[src/lmcd_params.svh]
`ifndef LMCD_PARAMS_SVH
`define LMCD_PARAMS_SVH

// bus geometry
`define LMCD_AXI_AW 8
`define LMCD_AXI_DW 32
`define LMCD_STRB_W 4
`define LMCD_BYTE_W 8
`define LMCD_WORD_LSB 2

// register byte offsets
`define LMCD_OFF_CTRL 8'h00
`define LMCD_OFF_ADDR 8'h04
`define LMCD_OFF_SECURE_POSITION 8'h08
`define LMCD_OFF_STATUS 8'h0c
`define LMCD_OFF_TARGET 8'h10
`define LMCD_OFF_EVENTS 8'h14

// register fields and reset values
`define LMCD_WAKE_BIT 8
`define LMCD_STEP_W 2
`define LMCD_NODE_W 7
`define LMCD_SHORT_ADDR_W 4
`define LMCD_STEP_RST 2'b00
`define LMCD_NODE_RST 7'h00
`define LMCD_SECURE_POSITION_DISABLED 11'h400
`define LMCD_EV_W 4
`define LMCD_EV_RST 4'h0
`define LMCD_RESP_OKAY 2'b00
`define LMCD_RESP_SLVERR 2'b10

// frame layout and command codes
`define LMCD_ID_W 6
`define LMCD_MAX_DATA 8
`define LMCD_CNT_W 3
`define LMCD_LEN_W 4
`define LMCD_LEN2 4'd2
`define LMCD_LEN4 4'd4
`define LMCD_LEN8 4'd8
`define LMCD_MREQ_ID 6'h3c
`define LMCD_SLEEP_FIRST 8'h00
`define LMCD_SLEEP_FILL 8'hff
`define LMCD_STOP_CODE 7'h0f
`define LMCD_CMD_FLAG_BIT 7
`define LMCD_BROAD_BIT 7
`define LMCD_SHORT_LEN_CODE 2'b11
`define LMCD_HALF_STEP 2'b00
`define LMCD_SHORT_SLOTS 4
`define LMCD_SHORT_MARK_BIT 4
`define LMCD_SHORT_POS_W 11
`define LMCD_SHORT_POS_HI 7
`define LMCD_SHORT_POS_LO 5

`endif

[src/lmcd_pkg.sv]
`include "lmcd_params.svh"

package lmcd_pkg;

  typedef struct packed {
    logic awvalid;
    logic [`LMCD_AXI_AW-1:0] awaddr;
    logic wvalid;
    logic [`LMCD_AXI_DW-1:0] wdata;
    logic [`LMCD_STRB_W-1:0] wstrb;
    logic bready;
    logic arvalid;
    logic [`LMCD_AXI_AW-1:0] araddr;
    logic rready;
  } lmcd_axil_req_type;

  typedef struct packed {
    logic awready;
    logic wready;
    logic bvalid;
    logic [1:0] bresp;
    logic arready;
    logic rvalid;
    logic [`LMCD_AXI_DW-1:0] rdata;
    logic [1:0] rresp;
  } lmcd_axil_rsp_type;

  typedef struct packed {
    logic valid;
    logic isId;
    logic [`LMCD_BYTE_W-1:0] data;
  } lmcd_rx_byte_type;

  typedef enum logic [1:0] {RX_IDLE, RX_DATA, RX_CSUM} lmcd_rx_state_type;

  typedef enum logic [1:0] {EX_RUN, EX_STOP, EX_SEC_WAIT, EX_SLEEP} lmcd_ex_state_type;

endpackage

[src/lmcd_decoder.sv]
`timescale 1ns/1ns
`include "lmcd_params.svh"

module lmcd_decoder
  import lmcd_pkg::*;
#(
  parameter int POS_W = 16
) (
  input logic mclk,
  input logic srst,
  input lmcd_axil_req_type axiReq,
  output lmcd_axil_rsp_type axiRsp,
  input lmcd_rx_byte_type rxByte,
  input logic motorMoving,
  input logic twoPointBusy,
  input logic [POS_W-1:0] actualPosition,
  input logic thermalShutdownPin,
  output logic [POS_W-1:0] targetPosition,
  output logic targetLoad,
  output logic decelHalt,
  output logic sleepMode
);

  if (POS_W < `LMCD_SHORT_POS_W || POS_W > `LMCD_AXI_DW) begin : g_bad
    $error("lmcd_decoder position width out of range");
  end

  // frame receiver state
  lmcd_rx_state_type rxState_ff, nxt_rxState;
  logic [`LMCD_ID_W-1:0] frameId_ff, nxt_frameId;
  logic [`LMCD_MAX_DATA-1:0][`LMCD_BYTE_W-1:0] dataBuf_ff, nxt_dataBuf;
  logic [`LMCD_CNT_W-1:0] byteCnt_ff, nxt_byteCnt;
  logic [`LMCD_LEN_W-1:0] dataLen_ff, nxt_dataLen;
  logic [`LMCD_BYTE_W-1:0] csum_ff, nxt_csum;
  logic frameDone_ff, nxt_frameDone;
  logic frameGood_ff, nxt_frameGood;
  logic [`LMCD_BYTE_W:0] csumWide;

  // executor state
  lmcd_ex_state_type exState_ff, nxt_exState;
  logic [POS_W-1:0] target_ff, nxt_target;
  logic targetLoad_ff, nxt_targetLoad;
  logic sleepAfter_ff, nxt_sleepAfter;
  logic thermPrev_ff, nxt_thermPrev;
  logic thermSync;

  // register file state
  logic [`LMCD_STEP_W-1:0] stepSel_ff, nxt_stepSel;
  logic [`LMCD_NODE_W-1:0] nodeAddr_ff, nxt_nodeAddr;
  logic [`LMCD_SHORT_POS_W-1:0] securePos_ff, nxt_securePos;
  logic [`LMCD_EV_W-1:0] events_ff, nxt_events;
  logic wake_ff, nxt_wake;

  // bus slave state
  logic awHeld_ff, nxt_awHeld;
  logic wHeld_ff, nxt_wHeld;
  logic [`LMCD_AXI_AW-1:0] awAddr_ff, nxt_awAddr;
  logic [`LMCD_AXI_DW-1:0] wData_ff, nxt_wData;
  logic [`LMCD_STRB_W-1:0] wStrb_ff, nxt_wStrb;
  logic bValid_ff, nxt_bValid;
  logic [1:0] bResp_ff, nxt_bResp;
  logic rValid_ff, nxt_rValid;
  logic [`LMCD_AXI_DW-1:0] rData_ff, nxt_rData;
  logic [1:0] rResp_ff, nxt_rResp;

  // decode results
  logic cmdSleep, cmdShort, cmdStop;
  logic [`LMCD_SHORT_POS_W-1:0] shortPos;
  logic [`LMCD_EV_W-1:0] evSet;
  logic [`LMCD_EV_W-1:0] evClr;

  // on-die thermal flag is treated as asynchronous
  lmcd_sync #(.WIDTH(1)) u_therm_sync (
    .mclk(mclk),
    .srst(srst),
    .asyncIn(thermalShutdownPin),
    .syncOut(thermSync)
  );

  function automatic logic [`LMCD_LEN_W-1:0] lenFromId(input logic [`LMCD_ID_W-1:0] id);
    unique case (id[`LMCD_ID_W-1 -: 2])
      2'b00, 2'b01: lenFromId = `LMCD_LEN2;
      2'b10: lenFromId = `LMCD_LEN4;
      2'b11: lenFromId = `LMCD_LEN8;
    endcase
  endfunction

  function automatic logic [`LMCD_AXI_DW-1:0] strbMask(input logic [`LMCD_STRB_W-1:0] s);
    strbMask = '0;
    for (int b = 0; b < `LMCD_STRB_W; b++) begin
      strbMask[b*`LMCD_BYTE_W +: `LMCD_BYTE_W] = {`LMCD_BYTE_W{s[b]}};
    end
  endfunction

  // receiver: identifier byte always restarts, so a torn frame is dropped
  always_comb begin
    nxt_rxState = rxState_ff;
    nxt_frameId = frameId_ff;
    nxt_dataBuf = dataBuf_ff;
    nxt_byteCnt = byteCnt_ff;
    nxt_dataLen = dataLen_ff;
    nxt_csum = csum_ff;
    nxt_frameDone = 1'b0;
    nxt_frameGood = 1'b0;
    csumWide = {1'b0, csum_ff} + {1'b0, rxByte.data};
    if (rxByte.valid && rxByte.isId) begin
      nxt_rxState = RX_DATA;
      nxt_frameId = rxByte.data[`LMCD_ID_W-1:0];
      nxt_dataLen = lenFromId(rxByte.data[`LMCD_ID_W-1:0]);
      nxt_byteCnt = '0;
      nxt_csum = '0;
    end else if (rxByte.valid) begin
      unique case (rxState_ff)
        RX_IDLE: begin
          nxt_rxState = RX_IDLE;
        end
        RX_DATA: begin
          nxt_dataBuf[byteCnt_ff] = rxByte.data;
          nxt_csum = csumWide[`LMCD_BYTE_W-1:0] + {{(`LMCD_BYTE_W-1){1'b0}}, csumWide[`LMCD_BYTE_W]};
          nxt_byteCnt = byteCnt_ff + 1'b1;
          if (byteCnt_ff == `LMCD_CNT_W'(dataLen_ff - 1'b1)) begin
            nxt_rxState = RX_CSUM;
          end
        end
        RX_CSUM: begin
          nxt_frameDone = 1'b1;
          nxt_frameGood = (rxByte.data == ~csum_ff);
          nxt_rxState = RX_IDLE;
        end
      endcase
    end
  end

  always_ff @(posedge mclk) begin
    if (srst) begin
      rxState_ff <= RX_IDLE;
      frameId_ff <= '0;
      dataBuf_ff <= '0;
      byteCnt_ff <= '0;
      dataLen_ff <= `LMCD_LEN2;
      csum_ff <= '0;
      frameDone_ff <= 1'b0;
      frameGood_ff <= 1'b0;
    end else begin
      rxState_ff <= nxt_rxState;
      frameId_ff <= nxt_frameId;
      dataBuf_ff <= nxt_dataBuf;
      byteCnt_ff <= nxt_byteCnt;
      dataLen_ff <= nxt_dataLen;
      csum_ff <= nxt_csum;
      frameDone_ff <= nxt_frameDone;
      frameGood_ff <= nxt_frameGood;
    end
  end

  // command decode of a completed, checksum-clean frame
  always_comb begin
    cmdSleep = 1'b0;
    cmdShort = 1'b0;
    cmdStop = 1'b0;
    shortPos = '0;
    if (frameDone_ff && frameGood_ff) begin
      if (frameId_ff == `LMCD_MREQ_ID) begin
        cmdSleep = (dataBuf_ff[0] == `LMCD_SLEEP_FIRST);
        for (int i = 1; i < `LMCD_MAX_DATA; i++) begin
          if (dataBuf_ff[i] != `LMCD_SLEEP_FILL) begin
            cmdSleep = 1'b0;
          end
        end
      end else if (frameId_ff[`LMCD_ID_W-1 -: 2] == `LMCD_SHORT_LEN_CODE) begin
        // lowest slot wins if the master repeats an address
        for (int s = `LMCD_SHORT_SLOTS - 1; s >= 0; s--) begin
          if (dataBuf_ff[2*s][`LMCD_SHORT_MARK_BIT] &&
              dataBuf_ff[2*s][`LMCD_SHORT_ADDR_W-1:0] ==
              nodeAddr_ff[`LMCD_SHORT_ADDR_W-1:0]) begin
            cmdShort = (stepSel_ff == `LMCD_HALF_STEP);
            shortPos = {dataBuf_ff[2*s][`LMCD_SHORT_POS_HI:`LMCD_SHORT_POS_LO],
                        dataBuf_ff[2*s+1]};
          end
        end
      end else if (dataBuf_ff[0] == {1'b1, `LMCD_STOP_CODE}) begin
        cmdStop = !dataBuf_ff[1][`LMCD_BROAD_BIT] ||
                  dataBuf_ff[1][`LMCD_NODE_W-1:0] == nodeAddr_ff;
      end
    end
  end

  // executor: moves, stops and the sleep hand-off to the ramp generator
  always_comb begin
    nxt_exState = exState_ff;
    nxt_target = target_ff;
    nxt_targetLoad = 1'b0;
    nxt_sleepAfter = sleepAfter_ff;
    nxt_thermPrev = thermSync;
    evSet = {cmdSleep, cmdStop, cmdShort, frameDone_ff & ~frameGood_ff};
    unique case (exState_ff)
      EX_RUN: begin
        if (cmdSleep) begin
          if (!motorMoving) begin
            nxt_exState = EX_SLEEP;
          end else if (securePos_ff != `LMCD_SECURE_POSITION_DISABLED) begin
            nxt_target = POS_W'($signed(securePos_ff));
            nxt_targetLoad = 1'b1;
            nxt_exState = EX_SEC_WAIT;
          end else begin
            nxt_sleepAfter = 1'b1;
            nxt_exState = EX_STOP;
          end
        end else if (cmdShort) begin
          nxt_target = POS_W'($signed(shortPos));
          nxt_targetLoad = 1'b1;
        end else if (motorMoving && ((cmdStop && !twoPointBusy) ||
                                     (thermSync && !thermPrev_ff))) begin
          nxt_sleepAfter = 1'b0;
          nxt_exState = EX_STOP;
        end
      end
      EX_STOP: begin
        if (cmdSleep) begin
          nxt_sleepAfter = 1'b1;
        end
        if (!motorMoving) begin
          nxt_target = actualPosition;
          nxt_targetLoad = 1'b1;
          nxt_exState = (sleepAfter_ff || cmdSleep) ? EX_SLEEP : EX_RUN;
        end
      end
      EX_SEC_WAIT: begin
        // the ramp runs on to the secure point; sleep only once it rests
        if (!motorMoving) begin
          nxt_exState = EX_SLEEP;
        end else if ((cmdStop && !twoPointBusy) ||
                     (thermSync && !thermPrev_ff)) begin
          nxt_sleepAfter = 1'b1;
          nxt_exState = EX_STOP;
        end
      end
      EX_SLEEP: begin
        nxt_sleepAfter = 1'b0;
        if (wake_ff) begin
          nxt_exState = EX_RUN;
        end
      end
    endcase
  end

  always_ff @(posedge mclk) begin
    if (srst) begin
      exState_ff <= EX_RUN;
      target_ff <= '0;
      targetLoad_ff <= 1'b0;
      sleepAfter_ff <= 1'b0;
      thermPrev_ff <= 1'b0;
    end else begin
      exState_ff <= nxt_exState;
      target_ff <= nxt_target;
      targetLoad_ff <= nxt_targetLoad;
      sleepAfter_ff <= nxt_sleepAfter;
      thermPrev_ff <= nxt_thermPrev;
    end
  end

  // bus slave: address and data taken in either order, one write at a time
  always_comb begin
    logic [`LMCD_AXI_DW-1:0] mask;
    logic [`LMCD_AXI_DW-1:0] merged;
    logic [`LMCD_AXI_AW-1:0] wAddr;
    logic [`LMCD_AXI_AW-1:0] rAddr;
    mask = strbMask(wStrb_ff);
    merged = '0;
    wAddr = {awAddr_ff[`LMCD_AXI_AW-1:`LMCD_WORD_LSB], `LMCD_WORD_LSB'(0)};
    rAddr = {axiReq.araddr[`LMCD_AXI_AW-1:`LMCD_WORD_LSB], `LMCD_WORD_LSB'(0)};
    nxt_awHeld = awHeld_ff;
    nxt_wHeld = wHeld_ff;
    nxt_awAddr = awAddr_ff;
    nxt_wData = wData_ff;
    nxt_wStrb = wStrb_ff;
    nxt_bValid = bValid_ff;
    nxt_bResp = bResp_ff;
    nxt_rValid = rValid_ff;
    nxt_rData = rData_ff;
    nxt_rResp = rResp_ff;
    nxt_stepSel = stepSel_ff;
    nxt_nodeAddr = nodeAddr_ff;
    nxt_securePos = securePos_ff;
    nxt_wake = 1'b0;
    evClr = '0;
    if (axiReq.awvalid && axiRsp.awready) begin
      nxt_awHeld = 1'b1;
      nxt_awAddr = axiReq.awaddr;
    end
    if (axiReq.wvalid && axiRsp.wready) begin
      nxt_wHeld = 1'b1;
      nxt_wData = axiReq.wdata;
      nxt_wStrb = axiReq.wstrb;
    end
    if (awHeld_ff && wHeld_ff && !bValid_ff) begin
      nxt_awHeld = 1'b0;
      nxt_wHeld = 1'b0;
      nxt_bValid = 1'b1;
      nxt_bResp = `LMCD_RESP_OKAY;
      unique case (wAddr)
        `LMCD_OFF_CTRL: begin
          merged = ({`LMCD_AXI_DW'(stepSel_ff)} & ~mask) | (wData_ff & mask);
          nxt_stepSel = merged[`LMCD_STEP_W-1:0];
          nxt_wake = merged[`LMCD_WAKE_BIT];
        end
        `LMCD_OFF_ADDR: begin
          merged = ({`LMCD_AXI_DW'(nodeAddr_ff)} & ~mask) | (wData_ff & mask);
          nxt_nodeAddr = merged[`LMCD_NODE_W-1:0];
        end
        `LMCD_OFF_SECURE_POSITION: begin
          merged = ({`LMCD_AXI_DW'(securePos_ff)} & ~mask) | (wData_ff & mask);
          nxt_securePos = merged[`LMCD_SHORT_POS_W-1:0];
        end
        `LMCD_OFF_EVENTS: begin
          merged = wData_ff & mask;
          evClr = merged[`LMCD_EV_W-1:0];
        end
        `LMCD_OFF_STATUS, `LMCD_OFF_TARGET: begin
          merged = '0;
        end
        default: begin
          nxt_bResp = `LMCD_RESP_SLVERR;
        end
      endcase
    end
    if (bValid_ff && axiReq.bready) begin
      nxt_bValid = 1'b0;
    end
    if (axiReq.arvalid && axiRsp.arready) begin
      nxt_rValid = 1'b1;
      nxt_rResp = `LMCD_RESP_OKAY;
      unique case (rAddr)
        `LMCD_OFF_CTRL: nxt_rData = `LMCD_AXI_DW'(stepSel_ff);
        `LMCD_OFF_ADDR: nxt_rData = `LMCD_AXI_DW'(nodeAddr_ff);
        `LMCD_OFF_SECURE_POSITION: nxt_rData = `LMCD_AXI_DW'(securePos_ff);
        `LMCD_OFF_STATUS: nxt_rData = `LMCD_AXI_DW'({thermSync, exState_ff == EX_SEC_WAIT,
                                                   exState_ff == EX_STOP,
                                                   exState_ff == EX_SLEEP});
        `LMCD_OFF_TARGET: nxt_rData = `LMCD_AXI_DW'(target_ff);
        `LMCD_OFF_EVENTS: nxt_rData = `LMCD_AXI_DW'(events_ff);
        default: begin
          nxt_rData = '0;
          nxt_rResp = `LMCD_RESP_SLVERR;
        end
      endcase
    end else if (rValid_ff && axiReq.rready) begin
      nxt_rValid = 1'b0;
    end
    // a new event beats a clear in the same cycle
    nxt_events = (events_ff & ~evClr) | evSet;
  end

  always_ff @(posedge mclk) begin
    if (srst) begin
      awHeld_ff <= 1'b0;
      wHeld_ff <= 1'b0;
      awAddr_ff <= '0;
      wData_ff <= '0;
      wStrb_ff <= '0;
      bValid_ff <= 1'b0;
      bResp_ff <= `LMCD_RESP_OKAY;
      rValid_ff <= 1'b0;
      rData_ff <= '0;
      rResp_ff <= `LMCD_RESP_OKAY;
      stepSel_ff <= `LMCD_STEP_RST;
      nodeAddr_ff <= `LMCD_NODE_RST;
      securePos_ff <= `LMCD_SECURE_POSITION_DISABLED;
      events_ff <= `LMCD_EV_RST;
      wake_ff <= 1'b0;
    end else begin
      awHeld_ff <= nxt_awHeld;
      wHeld_ff <= nxt_wHeld;
      awAddr_ff <= nxt_awAddr;
      wData_ff <= nxt_wData;
      wStrb_ff <= nxt_wStrb;
      bValid_ff <= nxt_bValid;
      bResp_ff <= nxt_bResp;
      rValid_ff <= nxt_rValid;
      rData_ff <= nxt_rData;
      rResp_ff <= nxt_rResp;
      stepSel_ff <= nxt_stepSel;
      nodeAddr_ff <= nxt_nodeAddr;
      securePos_ff <= nxt_securePos;
      events_ff <= nxt_events;
      wake_ff <= nxt_wake;
    end
  end

  always_comb begin
    axiRsp.awready = !awHeld_ff && !bValid_ff;
    axiRsp.wready = !wHeld_ff && !bValid_ff;
    axiRsp.bvalid = bValid_ff;
    axiRsp.bresp = bResp_ff;
    axiRsp.arready = !rValid_ff;
    axiRsp.rvalid = rValid_ff;
    axiRsp.rdata = rData_ff;
    axiRsp.rresp = rResp_ff;
  end

  assign targetPosition = target_ff;
  assign targetLoad = targetLoad_ff;
  assign decelHalt = (exState_ff == EX_STOP);
  assign sleepMode = (exState_ff == EX_SLEEP);

endmodule

[src/lmcd_sync.sv]
`timescale 1ns/1ns

module lmcd_sync #(
  parameter int WIDTH = 1
) (
  input logic mclk,
  input logic srst,
  input logic [WIDTH-1:0] asyncIn,
  output logic [WIDTH-1:0] syncOut
);

  logic [WIDTH-1:0] stage1_ff;
  logic [WIDTH-1:0] stage2_ff;
  logic [WIDTH-1:0] stage3_ff;
  logic [WIDTH-1:0] out_ff;
  logic [WIDTH-1:0] nxt_out;
  logic [WIDTH-1:0] agree;

  if (WIDTH < 1) begin : g_bad
    $error("lmcd_sync width must be at least one");
  end

  // only stages two and three are compared, stage one feeds stage two alone
  always_comb begin
    agree = ~(stage2_ff ^ stage3_ff);
    nxt_out = (out_ff & ~agree) | (stage3_ff & agree);
  end

  always_ff @(posedge mclk) begin
    if (srst) begin
      stage1_ff <= '0;
      stage2_ff <= '0;
      stage3_ff <= '0;
      out_ff <= '0;
    end else begin
      stage1_ff <= asyncIn;
      stage2_ff <= stage1_ff;
      stage3_ff <= stage2_ff;
      out_ff <= nxt_out;
    end
  end

  assign syncOut = out_ff;

endmodule

[config.mk]
export PLATFORM = sky130hd
export DESIGN_NAME = lmcd_decoder
export DESIGN_NICKNAME = d
export VERILOG_FILES = /design/src/lmcd_pkg.sv /design/src/lmcd_decoder.sv /design/src/lmcd_sync.sv
export VERILOG_INCLUDE_DIRS = /design/src
export SDC_FILE = /design/constraint.sdc
export NUM_CORES = 1
export LEC_CHECK = 0
export BUFFER_PORTS_ARGS = -buffer_cell sky130_fd_sc_hd__buf_4
export CAP_MARGIN = 15
export CORE_AREA = 5 5 159 123
export DETAILED_ROUTE_END_ITERATION = 8
export DIE_AREA = 0 0 164 128
export PLACE_DENSITY = 0.72
export RECOVER_POWER = 50
export SYNTH_ARGS = -nofsm -noshare
export SYNTH_HDL_FRONTEND = slang
export SYNTH_SLANG_ARGS = --single-unit
[constraint.sdc]
create_clock -name mclk -period 3.65 [get_ports mclk]
set_clock_uncertainty 0.1 [all_clocks]
set_input_delay 0 -clock mclk [delete_from_list [all_inputs] [get_ports mclk]]
set_output_delay 0 -clock mclk [all_outputs]
set_load 0.1 [all_outputs]
==> key figures, run 1 <==
Finish
  – N_diodes: 0
  – Nets: 1239
  – Share of cells above drive strength 1: 10.7%
  – Area Overhead vs Synth: 20.0%
  – Most frequent cells in the layout: dfxtp_1, nor2_1, nand2_1, mux2i_1, buf_4
  – Most common cell after layout, fill and taps aside: dfxtp_1

STA
  – Minimum clock period: 3.06 ns
  – Fin crit share: 83.9%
  – Highest clock rate: 327 MHz
  – Final max-slew violation count: 0
  – Worst-Margin Slew: 1.22 ns
  – Hold Fails Final Rpt: 0
  – Post-Route Setup TNS: 0 ns
  – Unrepaired setup endpoints after global routing: false
  – Post-route setup slack: 0.588 ns
  – Slew Limit Headroom: 19.2%
  – Final setup viols: 0

Synthesis
  – Number of synthesized flops with an enable pin: 0
  – Mean Syn Cell Area: 8.66 µm²
  – Syn Std Cell Area: 0.00876 mm²
  – Total of warnings raised by yosys: 0
  – Synth cell types: 70
  – Post-synth ARST share: 0%
  – Part of the Yosys area used for sequential elements: 40.7%
  – Seq cells post-synth: 178
  – Ys flop type: dfxtp_1
  – Mapped Cells: 1012

Clock network
  – Clock Sinks: 178
  – Root Buffer: clkbuf_16
  – Clock-pin slew on the worst setup and hold paths: 0.07 ns
  – Num CTS Buffers: 17
  – CTS tree: built
  – PostCTS Resize Cnt: 0
  – Worst skew pair latency: 0.44 ns
  – H-tree depth: 4
  – Clk buf depth: 2

Pwr
  – Peak supply drop: 0.000316 V
  – Internal power: 3.13 mW
  – Seq pwr share: 45.0%
  – Logic pwr share: 15.3%
  – Switch share: 30.3%
  – Switching pwr: 1.36 mW
  – LEAKAGE: 4.36 nW
  – PD cells: 427 mW/mm²
  – Clock network power share: 39.7%

GRT
  – First-pass GRT wire length: 38600 µm
  – Pin count of the biggest net entering global routing: 80
  – GRT overflow: 0
  – Initial antenna violation count: 0
  – Gr usage total: 23.4%
  – Vias in the first global route: 7239

Detailed routing
  – DR vias: 7692
  – Vias per cell: 5.51
  – Pre-Repair DR Iteration Count: 5
  – DRC Markers: 0
  – WL final: 24500 µm
  – Antenna viol nets, final: 0
  – DRT iter0 DRCs: 744
  – WL/cell: 17.6 µm

Die
  – Initial Utilization: 48.7%
  – # IOs: 148
  – Core area: 0.0180 mm²
  – Die area: 0.0210 mm²
  – Chip width: 164 µm
  – Rows: 43
  – Die Y: 128 µm

Place
  – Final HPWL DP: 17100 µm
  – Post-Place Setup Slack: 0.664 ns
  – Global placer's final weighted congestion: 0.911
  – IO Port Bufs: 102

Outcome
  – Status: completed

Worst setup path
  – CP Class: reg -> reg
  – Worst Path Max Fanout: 12
  – Startpoint Class: register
  – Reg2reg end: exState_ff[0]
  – Worst Setup End Kind: register
  – Critical Path RT: 3.87 ns
  – Worst reg2reg path depth: 8
  – Reg-to-reg slack, setup: 0.59 ns
  – Arr. time, crit path: 3.28 ns

Min path
  – Worst Hold Class: in -> reg
  – Hold depth: 2
  – Min-Delay Startpoint: srst

Job
  – Max-cap violations: 0
-- cell type report --
| cell class | instances | area [µm²] |
|---|---|---|
| inverters | 21 | 78.8 |
| flip-flops and latches | 178 | 3560 |
| clock buffers | 20 | 457 |
| fillers | 1661 | 7460 |
| well taps | 247 | 309 |
| multi-input cells | 748 | 4750 |
| clock inverters | 12 | 118 |
| repair buffers | 169 | 1240 |
-- how the worst max path moves through the flow --
stage                    start  cells past startpoint       endpoint
finish                register                      8  exState_ff[0]
global route         rxByte[0]                     15     csum_ff[7]
CTS                   register                      8  exState_ff[0]
detailed placement    register                      8  exState_ff[0]
global placement      register                      8  exState_ff[0]
floorplan           csum_ff[0]                     13     csum_ff[7]
-- critical path, cell delays in order, from the launching register on --
cell      delay, ns
dfxtp_1        0.61
inv_2          0.08
o221ai_2       0.22
nor4b_4        0.07
buf_4          0.20
o41ai_4        0.56
o31ai_1        0.19
a222oi_1       0.53
mux2_1         0.38
-- kinds of logic after synthesis --
logic type,share of synthesized area [%]
fa+ha+maj,2.37
other cells,0.0428
xor+xnor,3.64
buf+inv,5.81
simple gates,21.2
flops,40.7
mux,13.6
compound gates,12.6
-- power by group through the flow --
stage,clock network [mW],registers [mW],logic [mW]
6_report,1.78,2.02,0.686
4_1_cts,1.80,2.02,0.696
2_1_floorplan,0,2.14,0.433
5_1_grt,1.89,2.03,0.735
3_3_place_gp,0,2.07,0.644
3_5_place_dp,0,2.07,0.649
-- metrics by stage --
step           total power, mW  util [%]  cells  area [µm²]  hold slack (ns)
6_report                  4.49      58.5   1395       10500           0.0276
5_1_grt                   4.66      58.5   1395       10500           0.0626
3_5_place_dp              2.72      53.2   1308        9560           0.0933
3_3_place_gp              2.71      53.2   1308        9560           0.0881
4_1_cts                   4.52      59.4   1395       10700          0.00334
2_1_floorplan             2.57         -   1029        8820        0.0000571
-- layer usage --
| layer | track usage, % | vias to the layer above | share of wire [%] |
|---|---|---|---|
| li1 | - | 3762 | - |
| met1 | 34.3 | 3625 | 47 |
| met2 | 34.3 | 272 | 42 |
| met3 | 6.24 | 33 | 8.7 |
| met4 | 5.57 | 0 | 1.6 |
| met5 | 0 | - | 0 |
-- timing repair --
| item | in CTS | in global routing |
|---|---|---|
| setup endpoints to repair | 0 | 0 |
| endpoints found under the hold margin | 115 | 0 |
| setup buffers | 0 | 0 |
| hold buffers | 55 | 0 |
-- Yosys cell counts (all sizes together), types with 3 or more instances --
library cell  number  area share (%)
o211ai            10            0.86
nand2            117             5.1
clkbuf            46             2.0
nor3              14            0.97
mux2i            110              13
nor2             153             6.6
o21ai             15            0.86
xnor2             20             2.0
and2               6            0.43
o221ai             4            0.47
a311o             18             2.1
a21oi             65             3.7
and4               3            0.30
a21o               5            0.44
nand3b             3            0.26
nand2b             4            0.29
a22oi             12             1.0
a211oi            12             1.0
xor2              13             1.4
ha                15             2.1
nor2b             13            0.93
mux2               4            0.51
inv               21            0.90
o21bai             5            0.43
dfxtp            178              41
buf               36             2.9
nand4             19             1.4
o41ai              3            0.51
and3               6            0.43
nor3b              3            0.31
nand3             42             2.5
nor4              10            0.71
Note: power is estimated with default switching activity, not from simulation.
==> run 2, diff against run 1 <==
- PLACE_DENSITY: 0.72 -> 0.74
- clock period: 3.65 -> 2.7 ns (I/O delays scaled with it)
==> key figures, run 2 (synthesis gave the netlist of run 1 again) <==
Outcome
  – Status: finished with violations (was completed)
  – Failing checks: capacitance limit, slew limit

Detailed routing
  – WL final: 25300 µm (was 24500 µm)
  – DRC Markers: 0 (unchanged)
  – WL/cell: 17.9 µm (was 17.6 µm)
  – Pre-Repair DR Iteration Count: 6 (was 5)
  – Vias per cell: 5.62 (was 5.51)
  – DR vias: 7940 (was 7692)
  – DRT iter0 DRCs: 770 (was 744)
  – Antenna viol nets, final: 0 (unchanged)

Clock network
  – Clk buf depth: 2 (unchanged)
  – Clock Sinks: 178 (unchanged)
  – Worst skew pair latency: 0.43 ns (was 0.44 ns)
  – Root Buffer: clkbuf_16 (unchanged)
  – H-tree depth: 4 (unchanged)
  – CTS tree: built (unchanged)
  – Num CTS Buffers: 17 (unchanged)
  – Clock-pin slew on the worst setup and hold paths: 0.07 ns (about the same)
  – Post-CTS setup buffer count: 0 (unchanged)

STA
  – Fin crit share: 95.0% (was 83.9%)
  – Highest clock rate: 390 MHz (was 327 MHz)
  – Post-Route Setup TNS: 0 ns (unchanged)
  – Worst-Margin Slew: 1.71 ns (was 1.22 ns)
  – Slew Limit Headroom: -14.1% (was 19.2%)
  – Minimum clock period: 2.57 ns (was 3.06 ns)
  – Final setup viols: 0 (unchanged)
  – Unrepaired setup endpoints after global routing: true (was false)
  – Hold Fails Final Rpt: 0 (unchanged)
  – Final max-slew violation count: 153 (was 0)

GRT
  – Initial antenna violation count: 0 (unchanged)
  – Pin count of the biggest net entering global routing: 153 (was 80)
  – GRT overflow: 0 (unchanged)
  – Gr usage total: 24.1% (was 23.4%)
  – Vias in the first global route: 7633 (was 7239)
  – First-pass GRT wire length: 40000 µm (was 38600 µm)

Die
  – Die Y: 128 µm (unchanged)
  – # IOs: 148 (unchanged)
  – Chip width: 164 µm (unchanged)
  – Rows: 43 (unchanged)
  – Core area: 0.0180 mm² (unchanged)
  – Initial Utilization: 48.7% (unchanged)
  – Die area: 0.0210 mm² (unchanged)

Finish
  – Most frequent cells in the layout: dfxtp_1, nor2_1, nand2_1, mux2i_1, buf_4 (unchanged)
  – N_diodes: 0 (unchanged)
  – Share of cells above drive strength 1: 12.6% (was 10.7%)
  – Most common cell after layout, fill and taps aside: dfxtp_1 (unchanged)
  – Nets: 1256 (was 1239)
  – Fin util: 59.3% (was 58.5%)
  – Area Overhead vs Synth: 21.7% (was 20.0%)
  – Cell area after layout: 0.0107 mm² (was 0.0105 mm²)
  – Count of non-filler cells in the finished layout: 1412 (was 1395)

Place
  – Placed Cells: 1329 (was 1308)
  – IO Port Bufs: 102 (unchanged)
  – Global placer's final weighted congestion: 0.967 (was 0.911)
  – Final HPWL DP: 17700 µm (was 17100 µm)
  – Post-DP Area: 0.00975 mm² (was 0.00956 mm²)

Pwr
  – Peak supply drop: 0.000384 V (was 0.000316 V)
  – Power Total: 6.13 mW (was 4.49 mW)
  – PD cells: 575 mW/mm² (was 427 mW/mm²)
  – LEAKAGE: 4.46 nW (was 4.36 nW)

Worst setup path
  – Arr. time, crit path: 2.81 ns (was 3.28 ns)
  – CP Class: reg -> reg (unchanged)
  – Startpoint Class: register (unchanged)
  – Critical Path RT: 2.94 ns (was 3.87 ns)
  – Worst Path Max Fanout: 2 (was 12)
  – Worst Setup End Kind: register (unchanged)

Min path
  – Worst Hold Class: in -> reg (unchanged)

Job
  – Max-cap violations: 1 (was 0)
-- run 2: critical path, stage by stage (launching register included) --
cell      delay [ns]
dfxtp_1         0.32
ha_2            0.19
fa_2            0.34
a21o_1          0.17
a21oi_2         0.13
nor2_1          0.06
nor2_1          0.08
nand2_1         0.06
ha_2            0.19
and3_1          0.17
and3_1          0.16
nand3_1         0.08
xnor3_1         0.21
a211oi_1        0.22
-- run 2: layout make-up --
| type | instances | area, µm² |
|---|---|---|
| Fill cell | 1623 | 7310 |
| Multi-Input combinational cell | 748 | 4770 |
| Sequential cell | 178 | 3570 |
| Timing Repair Buffer | 186 | 1360 |
| Clock buffer | 21 | 450 |
| Tap cell | 247 | 309 |
| Clock inverter | 11 | 126 |
| Inverter | 21 | 78.8 |
-- run 2: final timing paths --
check / start / to / slack (ns) / cells after the start
worst max register to register: csum_ff[0] / csum_ff[7] / 0.13 / 13
worst max-delay path: csum_ff[0] / csum_ff[7] / 0.13 / 13
worst min-delay path: twoPointBusy / sleepAfter_ff / 0.02 / 5
worst min register to register: frameId_ff[2] / frameId_ff[2] / 0.35 / 2
-- run 2: layer usage --
layer | routed length, µm | GRT usage, %
met5 | 0 | 0
met4 | 288 | 5.57
met3 | 2240 | 7.30
met2 | 11200 | 36.2
met1 | 11600 | 34.3
-- run 2: stage by stage --
step | setup slack, ns | hold WS, ns
2_1_floorplan | 0.0203 | 0.0000571
3_3_place_gp | 0.0471 | 0.0892
3_5_place_dp | -0.0123 | 0.0952
4_1_cts | 0.00202 | 0.00877
5_1_grt | -0.0551 | 0.0280
6_report | 0.134 | 0.0204
-- run 2: repair_timing --
item                                    4_1_cts  5_1_grt
endpoints found under the hold margin       117        0
endpoints found under the setup margin        1       13
pin swaps                                     2        6
resized for setup                             1        6
hold buffers                                 51        0
-- run 2: power by group --
part / internal [mW] / total [mW] / switching, mW
logic: 0.297 / 0.949 / 0.651
clock network: 1.39 / 2.44 / 1.05
registers: 2.69 / 2.74 / 0.0512
==> run 3, diff against run 2 <==
- CORE_AREA: 5 5 159 123 -> 5 5 223 171
- DIE_AREA: 0 0 164 128 -> 0 0 228 176
- PLACE_DENSITY: 0.74 -> not set
==> key figures, run 3 (synthesis gave the netlist of run 1 again) <==
Worst setup path
  – Critical Path RT: 2.92 ns (was 2.94 ns)
  – Worst Path Max Fanout: 3 (was 2)
  – Worst reg2reg path depth: 7 (was 13)
  – Reg-to-reg slack, setup: 0.07 ns (was 0.13 ns)
  – Reg2reg end: exState_ff[0] (was csum_ff[7])
  – Worst reg2reg path startpoint: dataBuf_ff[22] (was csum_ff[0])
  – Startpoint Class: register (unchanged)
  – CP Launch Point: dataBuf_ff[22] (was csum_ff[0])
  – CP Class: reg -> reg (unchanged)
  – Arr. time, crit path: 2.86 ns (was 2.81 ns)
  – Worst Setup End Kind: register (unchanged)

Detailed routing
  – DRT iter0 DRCs: 742 (was 770)
  – DR vias: 7947 (was 7940)
  – WL final: 27900 µm (was 25300 µm)
  – WL/cell: 17.0 µm (was 17.9 µm)
  – DRC Markers: 0 (unchanged)
  – Antenna viol nets, final: 0 (unchanged)
  – Vias per cell: 4.83 (was 5.62)
  – Pre-Repair DR Iteration Count: 5 (was 6)

Outcome
  – Status: completed (was finished with violations)

Min path
  – Hold Path Sink: rData_ff[4] (was sleepAfter_ff)
  – Worst Hold Class: in -> reg (unchanged)
  – Min-Delay Startpoint: srst (was twoPointBusy)
  – Hold depth: 3 (was 5)

Finish
  – Area Overhead vs Synth: 26.4% (was 21.7%)
  – Count of non-filler cells in the finished layout: 1644 (was 1412)
  – Nets: 1270 (was 1256)
  – Most common cell after layout, fill and taps aside: dfxtp_1 (unchanged)
  – FF+latch area: 0.00357 mm² (about the same)
  – N_diodes: 0 (unchanged)
  – Area occupied by multi-input gates: 0.00481 mm² (was 0.00477 mm²)
  – Filler cell count: 3747 (was 1623)
  – Share of cells above drive strength 1: 13.7% (was 12.6%)
  – Most frequent cells in the layout: dfxtp_1, nor2_1, nand2_1, mux2i_1, buf_4 (unchanged)

Clock network
  – CTS tree: built (unchanged)
  – Clk buf depth: 2 (unchanged)
  – Clock Sinks: 178 (unchanged)
  – H-tree depth: 4 (unchanged)
  – Worst skew pair latency: 0.44 ns (was 0.43 ns)
  – Clock-pin slew on the worst setup and hold paths: 0.07 ns (about the same)
  – Root Buffer: clkbuf_16 (unchanged)
  – Num CTS Buffers: 17 (unchanged)

Pwr
  – LEAKAGE: 4.52 nW (was 4.46 nW)
  – Logic pwr share: 16.0% (was 15.5%)
  – Switch share: 30.2% (was 28.6%)
  – Peak supply drop: 0.000356 V (was 0.000384 V)
  – Power Total: 6.08 mW (was 6.13 mW)
  – Internal power: 4.24 mW (was 4.38 mW)
  – Clock network power share: 38.9% (was 39.8%)
  – Switching pwr: 1.83 mW (was 1.75 mW)
  – PD cells: 549 mW/mm² (was 575 mW/mm²)
  – Seq pwr share: 45.1% (was 44.7%)

Place
  – Placed Cells: 1553 (was 1329)
  – Final HPWL DP: 20800 µm (was 17700 µm)
  – Global placer's final weighted congestion: 0.881 (was 0.967)
  – IO Port Bufs: 102 (unchanged)

STA
  – Hold Fails Final Rpt: 0 (unchanged)
  – Fin crit share: 97.6% (was 95.0%)
  – Final max-slew violation count: 0 (was 153)
  – Highest clock rate: 380 MHz (was 390 MHz)
  – Final setup viols: 0 (unchanged)
  – Slew Limit Headroom: 19.1% (was -14.1%)
  – Worst-Margin Slew: 1.22 ns (was 1.71 ns)
  – Fin Hold WS: 0.0241 ns (was 0.0204 ns)
  – Minimum clock period: 2.63 ns (was 2.57 ns)

Die
  – Die area: 0.0401 mm² (was 0.0210 mm²)
  – # IOs: 148 (unchanged)
  – Die Y: 176 µm (was 128 µm)
  – Initial Utilization: 24.7% (was 48.7%)
  – Rows: 60 (was 43)
  – Chip width: 228 µm (was 164 µm)
  – Core area: 0.0355 mm² (was 0.0180 mm²)

Job
  – Max-cap violations: 0 (was 1)

GRT
  – Vias in the first global route: 7557 (was 7633)
  – Pin count of the biggest net entering global routing: 153 (unchanged)
  – First-pass GRT wire length: 43600 µm (was 40000 µm)
  – Initial antenna violation count: 0 (unchanged)
  – Gr usage total: 13.6% (was 24.1%)
  – GRT overflow: 0 (unchanged)
## run 3: cell count changes in the layout (fill, tap and decap cells not counted), moves of 2 or more
cell	previous run	this run
inv_8	0	2
dlygate4sd3_1	51	58
buf_4	85	94
clkbuf_1	50	48
bufinv_16	2	0
## run 3: critical path, stage by stage, from the launching register on
cell and delay (ns):
dfxtp_1 0.46, nand4_1 0.16, nor4_1 0.43, and4_1 0.28, and2_1 0.18, o31ai_1 0.12
a222oi_1 0.43, mux2_1 0.36
## run 3: worst max path at each step
stage                               endpoint  cells past startpoint
final                          exState_ff[0]                      7
after global routing              csum_ff[6]                     14
after CTS                 targetPosition[10]                      8
after detailed placement          csum_ff[7]                     13
after global placement            csum_ff[7]                     13
after floorplan                 awAddr_ff[2]                      5
## run 3: power by group through the flow
stage	registers, mW	logic, mW	clock network (mW)
finish	2.74	0.975	2.36
global route	2.74	1.04	2.54
CTS	2.74	0.992	2.43
detailed placement	2.80	0.920	0
global placement	2.80	0.914	0
floorplan	2.89	0.585	0
## run 3: area by class of cell
class / instances / area share (%)
tap: 465 / 5.25
inverter: 21 / 0.712
timing repair buffer: 200 / 13.4
clock buffer: 21 / 4.16
multi-input combinational: 748 / 43.4
sequential: 178 / 32.2
clock inverter: 11 / 0.836
## run 3: per-layer routing
metal	GRT usage (%)	share of wire, %	vias to the layer above
met4	2.72	0.97	0
met2	19.7	43	258
met3	4.37	7.9	27
li1	-	-	3827
met1	19.8	48	3835
met5	0	0	-
## run 3: timing repair
action / CTS / global route
hold buffers: 58 / 0
hold endpoints to repair: 120 / 0
endpoints found under the setup margin: 2 / 22
setup buffers: 0 / 1
gates resized for setup: 3 / 12
pin swaps: 3 / 4
## run 3: stage by stage
| stage | setup TNS, ns | cell area, µm² | setup slack, ns | utilization, % |
|---|---|---|---|---|
| finish | 0 | 11100 | 0.0660 | 31.2 |
| global route | -0.00573 | 11100 | -0.00573 | 31.2 |
| CTS | 0 | 11200 | 0.00836 | 31.5 |
| detailed placement | -0.0691 | 10100 | -0.0691 | 28.3 |
| global placement | -0.0264 | 10100 | -0.0264 | 28.3 |
| floorplan | 0 | 8830 | 0.0203 | - |
